**config.mk**
```make
export PLATFORM = sky130hd
export DESIGN_NAME = twm_core
export DESIGN_NICKNAME = d
export VERILOG_FILES = /design/src/twm_pkg.sv /design/src/twm_core.sv
export VERILOG_INCLUDE_DIRS = /design/src
export SDC_FILE = /design/constraint.sdc
export NUM_CORES = 1
export LEC_CHECK = 0
export BUFFER_PORTS_ARGS = -buffer_cell sky130_fd_sc_hd__buf_2
export CAP_MARGIN = 10
export CORE_MARGIN = 1.5
export CORE_UTILIZATION = 59
export CTS_CLUSTER_SIZE = 12
export DETAILED_ROUTE_END_ITERATION = 7
export PLACE_DENSITY = 0.79
export SLEW_MARGIN = 20
export SYNTH_ARGS = -nofsm -noshare
export SYNTH_HDL_FRONTEND = slang
export SYNTH_SLANG_ARGS = --single-unit
```
**constraint.sdc**
```tcl
create_clock -name clk -period 3.3 [get_ports clk]
set_input_delay 0.495 -clock clk [delete_from_list [all_inputs] [get_ports clk]]
set_output_delay 0.495 -clock clk [all_outputs]
set_load 0.01 [all_outputs]
```
**src/twm_defines.svh**
```systemverilog
// Register map, field positions, reset values and count limits of the waveform timer
`ifndef TWM_DEFINES_SVH
`define TWM_DEFINES_SVH

// ==========================================================
// Register offsets
`define TWM_OFS_CTRL_A   8'h24
`define TWM_OFS_CTRL_B   8'h25
`define TWM_OFS_COUNT    8'h26
`define TWM_OFS_CMP_A    8'h27
`define TWM_OFS_CMP_B    8'h28
`define TWM_OFS_FLAGS    8'h29

// ==========================================================
// Field positions
`define TWM_COMA_HI      7
`define TWM_COMA_LO      6
`define TWM_COMB_HI      5
`define TWM_COMB_LO      4
`define TWM_WGM_LO_HI    1
`define TWM_WGM_LO_LO    0
`define TWM_WGM_HI_BIT   3
`define TWM_OVF_BIT      0

// ==========================================================
// Reset values and count limits
`define TWM_RST_CTRL     8'h00
`define TWM_RST_DATA     8'h00
`define TWM_MAX          8'hff
`define TWM_BOTTOM       8'h00

`endif

```
**src/twm_pkg.sv**
```systemverilog
// Types shared by the waveform timer
package twm_pkg;

   // ==========================================================
   // Counting behaviour decoded from the three-bit mode
   typedef enum logic [1:0] {
      TWM_NORMAL,
      TWM_CLEAR_MATCH,
      TWM_FAST_PWM,
      TWM_PHASE_PWM
   } twm_wave_kind_t;

endpackage
```
**src/twm_core.sv**
```systemverilog
// Waveform timer: control registers, counter, compare buffers and output logic
`timescale 1ns/1ps
`include "twm_defines.svh"

module twm_core (
   input  wire  logic       clk,             // Clock, 40 MHz
   input  wire  logic       rst_b,           // Asynchronous reset, active low
   input  wire  logic       ce,              // Clock enable, freezes all state when low
   input  wire  logic [7:0] addr,            // Register address
   input  wire  logic [7:0] wdata,           // Write data
   input  wire  logic       wr,              // Write strobe
   input  wire  logic       rd,              // Read strobe
   output logic       [7:0] rdata,           // Read data, cycle after strobe
   output logic             chan_a_wave_out, // Channel A waveform level
   output logic             chan_a_pin_sel,  // Channel A owns its pin
   output logic             chan_b_wave_out, // Channel B waveform level
   output logic             chan_b_pin_sel,  // Channel B owns its pin
   output logic             overflow_flag    // Sticky overflow flag
);

   // ==========================================================
   // Declarations
   logic [1:0]                chan_a_out_mode;
   logic [1:0]                chan_b_out_mode;
   logic [1:0]                wave_mode_low;
   logic                      wave_mode_high;
   logic [2:0]                mode;
   twm_pkg::twm_wave_kind_t   kind;
   logic [7:0]                count_value;
   logic                      count_up_reg;
   logic                      block_reg;
   logic [7:0]                chan_a_compare_value;
   logic [7:0]                chan_b_compare_value;
   logic [7:0]                cmp_a_buf_reg;
   logic [7:0]                cmp_b_buf_reg;
   logic [7:0]                top;
   logic [7:0]                count_next;
   logic                      at_top;
   logic                      at_wrap;
   logic                      at_bottom_down;
   logic                      match_a;
   logic                      match_b;
   logic                      ovf_event;
   logic                      wr_ctrl_a;
   logic                      wr_ctrl_b;
   logic                      wr_count;
   logic                      wr_cmp_a;
   logic                      wr_cmp_b;
   logic                      wr_flags;
   logic                      immediate;
   logic                      load_buf;

   // ==========================================================
   // Output-level decode for one channel
   function automatic logic wave_next(
      input logic [1:0]              com,
      input twm_pkg::twm_wave_kind_t k,
      input logic                    is_a,
      input logic                    wgm_hi,
      input logic                    match,
      input logic                    wrap,
      input logic                    top_up,
      input logic                    up,
      input logic                    eq_top,
      input logic                    cur
   );
      logic r;
      r = cur;
      case (k)
         twm_pkg::TWM_NORMAL, twm_pkg::TWM_CLEAR_MATCH: begin
            if (match) begin
               case (com)
                  2'b01:   r = ~cur;
                  2'b10:   r = 1'b0;
                  2'b11:   r = 1'b1;
                  default: r = cur;
               endcase
            end
         end
         twm_pkg::TWM_FAST_PWM: begin
            if (com == 2'b01) begin
               if (is_a && wgm_hi && match) begin
                  r = ~cur;
               end
            end else if (com[1]) begin
               if (match && !eq_top) begin
                  r = com[0];
               end
               if (wrap) begin
                  r = ~com[0];
               end
            end
         end
         default: begin
            if (com == 2'b01) begin
               if (is_a && wgm_hi && match) begin
                  r = ~cur;
               end
            end else if (com[1]) begin
               if (match && !eq_top) begin
                  r = up ? com[0] : ~com[0];
               end
               // compare at TOP acts at TOP
               if (eq_top && top_up) begin
                  r = ~com[0];
               end
            end
         end
      endcase
      return r;
   endfunction

   // ==========================================================
   // Address decode
   always_comb begin
      wr_ctrl_a = 1'b0;
      wr_ctrl_b = 1'b0;
      wr_count  = 1'b0;
      wr_cmp_a  = 1'b0;
      wr_cmp_b  = 1'b0;
      wr_flags  = 1'b0;
      if (addr == `TWM_OFS_CTRL_A) begin
         wr_ctrl_a = wr;
      end else if (addr == `TWM_OFS_CTRL_B) begin
         wr_ctrl_b = wr;
      end else if (addr == `TWM_OFS_COUNT) begin
         wr_count = wr;
      end else if (addr == `TWM_OFS_CMP_A) begin
         wr_cmp_a = wr;
      end else if (addr == `TWM_OFS_CMP_B) begin
         wr_cmp_b = wr;
      end else if (addr == `TWM_OFS_FLAGS) begin
         wr_flags = wr;
      end
   end

   // ==========================================================
   // Mode decode
   // mode assembled from both registers
   assign mode = {wave_mode_high, wave_mode_low};

   always_comb begin
      // modes 4 and 6 fall back to plain counting
      case (mode)
         3'd1, 3'd5: kind = twm_pkg::TWM_PHASE_PWM;
         3'd2:       kind = twm_pkg::TWM_CLEAR_MATCH;
         3'd3, 3'd7: kind = twm_pkg::TWM_FAST_PWM;
         default:    kind = twm_pkg::TWM_NORMAL;
      endcase
   end

   assign top = (mode == 3'd2 || mode[2]) ? chan_a_compare_value : `TWM_MAX;
   assign immediate = (kind == twm_pkg::TWM_NORMAL) || (kind == twm_pkg::TWM_CLEAR_MATCH);

   assign at_top         = (count_value == top) && count_up_reg;
   assign at_wrap        = (count_value == top);
   assign at_bottom_down = (count_value == `TWM_BOTTOM) && !count_up_reg;

   // ==========================================================
   // Counter sequence
   always_comb begin
      count_next = count_value + 8'h01;
      case (kind)
         twm_pkg::TWM_CLEAR_MATCH, twm_pkg::TWM_FAST_PWM: begin
            if (at_wrap) begin
               count_next = `TWM_BOTTOM;
            end
         end
         twm_pkg::TWM_PHASE_PWM: begin
            if (count_up_reg) begin
               count_next = at_wrap ? count_value - 8'h01 : count_value + 8'h01;
            end else begin
               count_next = (count_value == `TWM_BOTTOM) ? count_value + 8'h01
                                                         : count_value - 8'h01;
            end
         end
         default: count_next = count_value + 8'h01;
      endcase
   end

   always_ff @(posedge clk or negedge rst_b) begin
      if (!rst_b) begin
         count_value  <= `TWM_RST_DATA;
         count_up_reg <= 1'b1;
         block_reg    <= 1'b0;
      end else if (ce) begin
         block_reg <= wr_count;
         if (wr_count) begin
            count_value <= wdata;
         end else begin
            count_value <= count_next;
         end
         if (kind != twm_pkg::TWM_PHASE_PWM) begin
            count_up_reg <= 1'b1;
         end else if (at_top && top != `TWM_BOTTOM) begin
            count_up_reg <= 1'b0;
         end else if (at_bottom_down) begin
            count_up_reg <= 1'b1;
         end
      end
   end

   // ==========================================================
   // Compare buffers
   // update point per mode
   always_comb begin
      case (kind)
         twm_pkg::TWM_PHASE_PWM: load_buf = at_top;
         twm_pkg::TWM_FAST_PWM:  load_buf = at_wrap;
         default:                load_buf = 1'b1;
      endcase
   end

   always_ff @(posedge clk or negedge rst_b) begin
      if (!rst_b) begin
         cmp_a_buf_reg        <= `TWM_RST_DATA;
         cmp_b_buf_reg        <= `TWM_RST_DATA;
         chan_a_compare_value <= `TWM_RST_DATA;
         chan_b_compare_value <= `TWM_RST_DATA;
      end else if (ce) begin
         if (wr_cmp_a) begin
            cmp_a_buf_reg <= wdata;
         end
         if (wr_cmp_b) begin
            cmp_b_buf_reg <= wdata;
         end
         if (immediate && wr_cmp_a) begin
            chan_a_compare_value <= wdata;
         end else if (load_buf) begin
            chan_a_compare_value <= cmp_a_buf_reg;
         end
         if (immediate && wr_cmp_b) begin
            chan_b_compare_value <= wdata;
         end else if (load_buf) begin
            chan_b_compare_value <= cmp_b_buf_reg;
         end
      end
   end

   // A count write suppresses the match on the following tick
   assign match_a = (count_value == chan_a_compare_value) && !block_reg;
   assign match_b = (count_value == chan_b_compare_value) && !block_reg;

   // ==========================================================
   // Control registers
   // all fields clear on reset
   always_ff @(posedge clk or negedge rst_b) begin
      if (!rst_b) begin
         chan_a_out_mode <= 2'h0;
         chan_b_out_mode <= 2'h0;
         wave_mode_low   <= 2'h0;
         wave_mode_high  <= 1'b0;
      end else if (ce) begin
         if (wr_ctrl_a) begin
            chan_a_out_mode <= wdata[`TWM_COMA_HI:`TWM_COMA_LO];
            chan_b_out_mode <= wdata[`TWM_COMB_HI:`TWM_COMB_LO];
            wave_mode_low   <= wdata[`TWM_WGM_LO_HI:`TWM_WGM_LO_LO];
         end
         if (wr_ctrl_b) begin
            wave_mode_high <= wdata[`TWM_WGM_HI_BIT];
         end
      end
   end

   // ==========================================================
   // Overflow flag
   // flag timing per mode
   always_comb begin
      case (kind)
         twm_pkg::TWM_PHASE_PWM: ovf_event = at_bottom_down;
         twm_pkg::TWM_FAST_PWM:  ovf_event = mode[2] ? at_wrap : (count_value == `TWM_MAX);
         default:                ovf_event = (count_value == `TWM_MAX);
      endcase
   end

   // Set beats a same-cycle write-one clear so no overflow is lost
   always_ff @(posedge clk or negedge rst_b) begin
      if (!rst_b) begin
         overflow_flag <= 1'b0;
      end else if (ce) begin
         if (ovf_event) begin
            overflow_flag <= 1'b1;
         end else if (wr_flags && wdata[`TWM_OVF_BIT]) begin
            overflow_flag <= 1'b0;
         end
      end
   end

   // ==========================================================
   // Waveform outputs and pin selection
   always_ff @(posedge clk or negedge rst_b) begin
      if (!rst_b) begin
         chan_a_wave_out <= 1'b0;
         chan_b_wave_out <= 1'b0;
         chan_a_pin_sel  <= 1'b0;
         chan_b_pin_sel  <= 1'b0;
      end else if (ce) begin
         // any nonzero mode takes the pin
         chan_a_pin_sel  <= |chan_a_out_mode;
         chan_b_pin_sel  <= |chan_b_out_mode;
         chan_a_wave_out <= wave_next(chan_a_out_mode, kind, 1'b1, wave_mode_high, match_a,
                                      at_wrap, at_top, count_up_reg,
                                      chan_a_compare_value == top, chan_a_wave_out);
         chan_b_wave_out <= wave_next(chan_b_out_mode, kind, 1'b0, wave_mode_high, match_b,
                                      at_wrap, at_top, count_up_reg,
                                      chan_b_compare_value == top, chan_b_wave_out);
      end
   end

   // ==========================================================
   // Read port
   always_ff @(posedge clk or negedge rst_b) begin
      if (!rst_b) begin
         rdata <= `TWM_RST_DATA;
      end else if (ce) begin
         if (!rd) begin
            rdata <= `TWM_RST_DATA;
         end else if (addr == `TWM_OFS_CTRL_A) begin
            rdata <= {chan_a_out_mode, chan_b_out_mode, 2'b00, wave_mode_low};
         end else if (addr == `TWM_OFS_CTRL_B) begin
            rdata <= {4'h0, wave_mode_high, 3'h0};
         end else if (addr == `TWM_OFS_COUNT) begin
            rdata <= count_value;
         end else if (addr == `TWM_OFS_CMP_A) begin
            rdata <= cmp_a_buf_reg;
         end else if (addr == `TWM_OFS_CMP_B) begin
            rdata <= cmp_b_buf_reg;
         end else if (addr == `TWM_OFS_FLAGS) begin
            rdata <= {7'h00, overflow_flag};
         end else begin
            rdata <= `TWM_RST_DATA;
         end
      end
   end

endmodule // twm_core

```
==> flow_summary.yaml, run 1 <==
floorplan:
  start_util_pct: 61.3
  die-area_um2: 7610
  num_rows: 30
  ioPinCount: 34
  die-height_um: 87.2
  core_area_um2: 6830
  dieWidth_um: 87.2
clock_tree:
  clock-sinks: 62
  cts_setup_buffers: 0
  h-tree-depth: 3
  clk_latency_ns: 0.35
  ctsHoldBuffers: 0
  cts_buffer_depth: 2
  cts_made_buffers: 9
  clkTransAtPathRegs_ns: 0.08
  clockRootBuffer: "clkbuf_8"
  cts_tree: "yes"
  cts_resized: 0
worst_setup_path:
  cp.required_ns: 3.59
  startpoint_type: "register"
  path_class: "register to register"
  crit_path_end_kind: "register"
  cp_cell_sequence: "inv_2 -> o21ai_2 -> a22oi_1 -> or4_4 -> a21oi_1 -> a22oi_1 -> a21oi_1 -> mux2_2"
  critPathArrivalTime_ns: 3.23
  critical-path-top-delay-family: "compound AO/OA/AOI/OAI gates"
  cp_max_fo: 20
  critPathBufInv: 1
  crit_path_max_incr_delay_ns: 0.69
  slowest_stage: "or4_4"
yosys:
  ys_ff_latch: 62
  synth_area_um2: 4190
  synth-main-ff-cell: "dfrtp_1"
  synth_area_leaders: "dfrtp_1 (36%), mux2_2 (7.0%), mux2i_1 (4.8%)"
  synth_simple_gate_area_share_pct: 16.6
  avgSynthCellArea_um2: 8.74
  yosysTopAreaCell: "dfrtp_1"
  synthMuxAreaShare_pct: 11.8
  synth_fa_ha_area_share_pct: 0.897
  yosys.area_share.xor_xnor_pct: 5.65
  async_flop_share_pct: 100
  synth.most_common_cell: "dfrtp_1"
  yosysWarnings: 0
  ys_seq_area_share_pct: 37.1
  yosysTopAreaCellShare_pct: 36.5
  synth_edf_count: 0
  synth_top_family_by_area: "compound AO/OA/AOI/OAI gates"
  synth_compound_area_share_pct: 21.6
  synthTopCellsByCount: "dfrtp_1 (61), nor2_1 (46), a21oi_1 (36)"
  synth_nets: 503
  syn_inst: 479
  ys_types: 60
grt:
  grt_overflow_total: 0
  track_usage_pct: 34.4
  antenna_found_initial: 0
  grt_pass1_vias: 3653
  grt_max_degree: 51
  grt_pass1_wl_mm: 19.4
layout:
  final_cell_count_no_fill: 598
  diodes: 0
  area_growth_syn_to_layout_pct: 9.93
  drive_gt1_share_pct: 18.9
  nNetsFinal: 521
  utilization_pct: 67.3
routing:
  viasPerCell: 6.52
  routed_wl_mm: 12.5
  drt_iter0_markers: 338
  vias: 3899
  final_antenna_net_count: 0
  first_pass_iters: 5
  wire_per_inst_um: 20.9
  drc: 0
power:
  p_comb_share_pct: 31.9
  p_leak_nw: 2.11
  p_clk_share_pct: 24.4
  switching_power_mw: 1.20
  netSwitchingFraction_pct: 40.5
  power_frac_seq_pct: 43.7
  total_power_mw: 2.96
  powerDensity_nw_per_um2: 643
  peakVddDrop_uv: 434
  p_int_mw: 1.76
sta:
  finalCriticalPeriod_ns: 2.94
  tns_ns: 0
  rsz0062_at_grt: "no"
  max_freq_mhz: 340
  fin_crit_sh_pct: 89.2
  hold_violations: 0
  relSlewSlack_pct: 36.5
  slew_viol_final: 0
  worstMarginPinSlew_ns: 0.940
  setup_viol: 0
  finalClockSkew_ns: 0.00672
placed_design:
  place_inst: 582
  hpwl_mm: 8.86
  gp_congestion: 0.959
  portBuffers: 33
worst_hold_path:
  worstHoldPathType: "primary input to asynchronous set/reset pin"
flow_run:
  drv_cap: 0
run_status:
  outcome: "finished, final reports clean"
==> cell type report <==
type                            instances  area [um^2]
Multi-Input combinational cell        354         2370
Fill cell                             581         2230
Sequential cell                        62         1550
Timing Repair Buffer                   46          263
Clock buffer                           11          151
Tap cell                               96          120
Inverter                               24         90.1
Clock inverter                          5         56.3
==> path summary, 6_finish.rpt <==
kind / from / end / slack, ns / cells past startpoint
worst max-delay path: wave_mode_low[1] / count_value[3] / 0.36 / 8
worst min-delay path: rst_b / count_value[4] / 0.02 / 1
worst max register to register: wave_mode_low[1] / count_value[3] / 0.36 / 8
worst min register to register: chan_a_pin_sel / chan_a_pin_sel / 0.53 / 2
max in group asynchronous: rst_b / rdata[7] / 2.32 / 2
min in group clk: wdata[1] / wave_mode_low[1] / 0.48 / 3
==> logic make-up after synthesis <==
| group | after synthesis |
|---|---|
| muxes | 46 |
| xor gates and xnor gates | 27 |
| and+or+nand+nor | 139 |
| AOI/OAI and AO/OA | 139 |
| buffers and inverters | 63 |
| adders and majority gates | 3 |
| DFF | 62 |
==> per-layer routing <==
layer  vias to the layer above  global-route usage [%]  routed length, um
li1                       1797                       -                  -
met1                      1901                    46.4               5220
met2                       166                    53.9               5890
met3                        35                    7.49                914
met4                         0                    14.1                448
met5                         -                       0                  0
==> cell usage in the layout, fill, tap and decap left out, types with 5 or more instances in the layout <==
| cell | synthesis | final |
|---|---|---|
| clkbuf_8 | 0 | 11 |
| dfrtp_1 | 61 | 61 |
| nor2_1 | 46 | 46 |
| o32ai_1 | 6 | 6 |
| a222oi_1 | 5 | 5 |
| nand2_1 | 31 | 31 |
| nor3_1 | 10 | 10 |
| mux2_2 | 26 | 26 |
| and3_1 | 8 | 8 |
| a21oi_1 | 36 | 36 |
| a22oi_1 | 5 | 5 |
| xnor2_1 | 6 | 6 |
| xor2_1 | 21 | 21 |
| nor4_1 | 7 | 7 |
| o31ai_1 | 7 | 7 |
| o21ai_0 | 29 | 29 |
| nand3_1 | 11 | 11 |
| buf_2 | 7 | 33 |
| mux2i_1 | 20 | 20 |
| buf_4 | 0 | 13 |
| o22ai_1 | 9 | 9 |
| nand4bb_1 | 5 | 5 |
| inv_1 | 22 | 22 |
| a31oi_1 | 9 | 9 |
==> stage by stage <==
stage               hold slack [ns]  area (um^2)  worst slack (ns)
finish                       0.0232         4600             0.356
global route                 0.0373         4600             0.148
CTS                          0.0329         4600             0.291
detailed placement            0.403         4390             0.319
global placement              0.404         4390             0.418
floorplan                     0.199         4190             0.796
==> power groups by stage <==
stage               registers [mW]  logic [mW]  clock network [mW]
detailed placement            1.29       0.926                   0
floorplan                     1.04       0.885                   0
finish                        1.29       0.944               0.721
CTS                           1.28       0.932               0.721
global placement              1.29       0.896                   0
global route                  1.32        1.05               0.756
(Power assumes the default switching activity.)
==> run 2, diff against run 1 <==
==> constraint.sdc (replaced) <==
create_clock -name clk -period 3.3 [get_ports clk]
set_input_delay 0.165 -clock clk [delete_from_list [all_inputs] [get_ports clk]]
set_output_delay 0.165 -clock clk [all_outputs]
set_load 0.01 [all_outputs]
==> run 2 against run 1 <==
Worst hold slack gained 0.13 ns. Setup slack lost 0.0050 ns. Register-to-register slack is essentially flat. Clock skew grew 0.012 ns. Highest routed layer unchanged. Global-route usage shrank 0.76 points. Fmax shrank 0.17%. Sequential power is essentially flat. Non-clock buffer count shrank 1. First-iteration DRC count grew 0.89%. Critical path depth is the same. Clock power shrank 5.1%.
==> flow_summary.yaml, run 2 (synthesis gave the netlist of run 1 again) <==
routing:
  routed_wl_mm: 12.0
  vias: 3949
  first_pass_iters: 5
  drc: 0
  final_antenna_net_count: 0
  wire_per_inst_um: 20.2
  viasPerCell: 6.61
  drt_iter0_markers: 341
grt:
  gr-usage-met1_pct: 45.9
  antenna_found_initial: 0
  track_usage_pct: 33.6
  grt_pass1_vias: 3625
  gr-usage-met2_pct: 48.8
  grt_max_degree: 37
  grt_overflow_total: 0
  top_usage_layer: "met2"
  met3_usage_pct: 8.44
  grt_pass1_wl_mm: 19.0
sta:
  hold_violations: 0
  worstMarginPinSlew_ns: 0.909
  relSlewSlack_pct: 39.4
  setup_viol: 0
  fin_crit_sh_pct: 89.4
  rsz0062_at_grt: "no"
  finalCriticalPeriod_ns: 2.95
  slew_viol_final: 0
  finalClockSkew_ns: 0.0183
  tns_ns: 0
  max_freq_mhz: 339
floorplan:
  start_util_pct: 61.3
  die-height_um: 87.2
  dieWidth_um: 87.2
  num_rows: 30
  die-area_um2: 7610
  core_area_um2: 6830
  ioPinCount: 34
worst_setup_path:
  reg2reg_from: "wave_mode_low[1]"
  worstReg2RegEnd: "count_value[6]"
  crit_path_max_incr_delay_ns: 0.56
  cp_cell_sequence: "nor2b_1 -> o21ai_0 -> a32oi_1 -> or4_4 -> a2bb2oi_1 -> nor3b_1 -> a31oi_1 -> a21oi_1"
  slowest_stage: "nor2b_1"
  critical-path-top-delay-family: "compound AO/OA/AOI/OAI gates"
  path_class: "register to register"
  startpoint_type: "register"
  cp_max_fo: 20
  critPathArrivalTime_ns: 3.21
  ff2ff_setup_slack_ns: 0.35
  critPathBufInv: 0
  cp.required_ns: 3.56
  worstRegToRegCells: 8
  crit_path_end_kind: "register"
layout:
  nNetsFinal: 520
  layout_commonest_cell: "dfrtp_1"
  diodes: 0
  fillers: 581
  area_growth_syn_to_layout_pct: 9.48
  drive_gt1_share_pct: 18.4
  mostFrequentLayoutCells: "dfrtp_1 (61), nor2_1 (46), a21oi_1 (36)"
clock_tree:
  clock-sinks: 62
  cts_tree: "yes"
  clk_latency_ns: 0.36
  cts_made_buffers: 9
  clkTransAtPathRegs_ns: 0.09
  cts_buffer_depth: 2
  clockRootBuffer: "clkbuf_8"
  h-tree-depth: 3
worst_hold_path:
  hold_depth: 2
  hp-start: "wdata[2]"
  worstHoldPathType: "primary input to register"
  whs_endpoint: "cmp_b_buf_reg[2]"
run_status:
  outcome: "finished, final reports clean"
flow_run:
  drv_cap: 0
placed_design:
  hpwl_mm: 8.73
  gp_congestion: 1.00
  portBuffers: 33
power:
  powerDensity_nw_per_um2: 636
  p_leak_nw: 2.09
  peakVddDrop_uv: 575
  total_power_mw: 2.91
run 2: changes by cell type in the layout (fill, tap and decap cells not counted), sizes merged:
| cell | change |
|---|---|
| buf | -2 |
| clkbuf | -2 |
| clkinv | +1 |
| clkinvlp | +1 |
| dlygate4sd3 | +1 |
run 2: power by group:
group	internal [mW]	switching [mW]	total (mW)
clock	0.350	0.334	0.684
sequential	0.912	0.393	1.31
combinational	0.451	0.474	0.925
run 2: area by class of cell:
| type | instances | area, um^2 | share of cell area, % |
|---|---|---|---|
| timing repair buffer | 45 | 258 | 5.63 |
| clock buffer | 9 | 124 | 2.70 |
| inverter | 24 | 90.1 | 1.97 |
| sequential | 62 | 1550 | 33.9 |
| clock inverter | 7 | 72.6 | 1.58 |
| multi-input combinational | 354 | 2360 | 51.6 |
| tap | 96 | 120 | 2.62 |
run 2: worst max path at each step:
stage	start	to	slack [ns]	cells after the start
2_1_floorplan	count_value[1]	chan_a_wave_out	0.80	11
3_3_place_gp	count_value[0]	count_value[3]	0.51	8
3_5_place_dp	count_value[0]	count_value[3]	0.46	8
4_1_cts	count_value[0]	count_value[3]	0.45	8
5_1_grt	wave_mode_low[1]	count_value[6]	0.16	8
6_report	wave_mode_low[1]	count_value[6]	0.35	8
run 2: stage by stage:
step / util (%) / hold slack (ns) / std cells / worst slack (ns) / cell area, um^2
5_1_grt: 67.1 / 0.164 / 597 / 0.156 / 4580
2_1_floorplan: - / -0.131 / 479 / 0.796 / 4190
3_3_place_gp: 64.0 / 0.320 / 580 / 0.512 / 4380
6_report: 67.1 / 0.154 / 597 / 0.351 / 4580
4_1_cts: 67.1 / 0.125 / 597 / 0.452 / 4580
3_5_place_dp: 64.0 / 0.324 / 580 / 0.458 / 4380
run 2: routing by layer:
layer,wire [um],vias to the layer above
met5,0,-
met4,620,0
met3,1120,52
met2,5420,226
met1,4880,1885
li1,-,1786
run 2: repair_timing:
item                                    CTS  global route
endpoints found under the setup margin    0             0
hold buffers                              1             0
endpoints found under the hold margin    34             0
resized for setup                         0             0
buffers inserted                          0             0
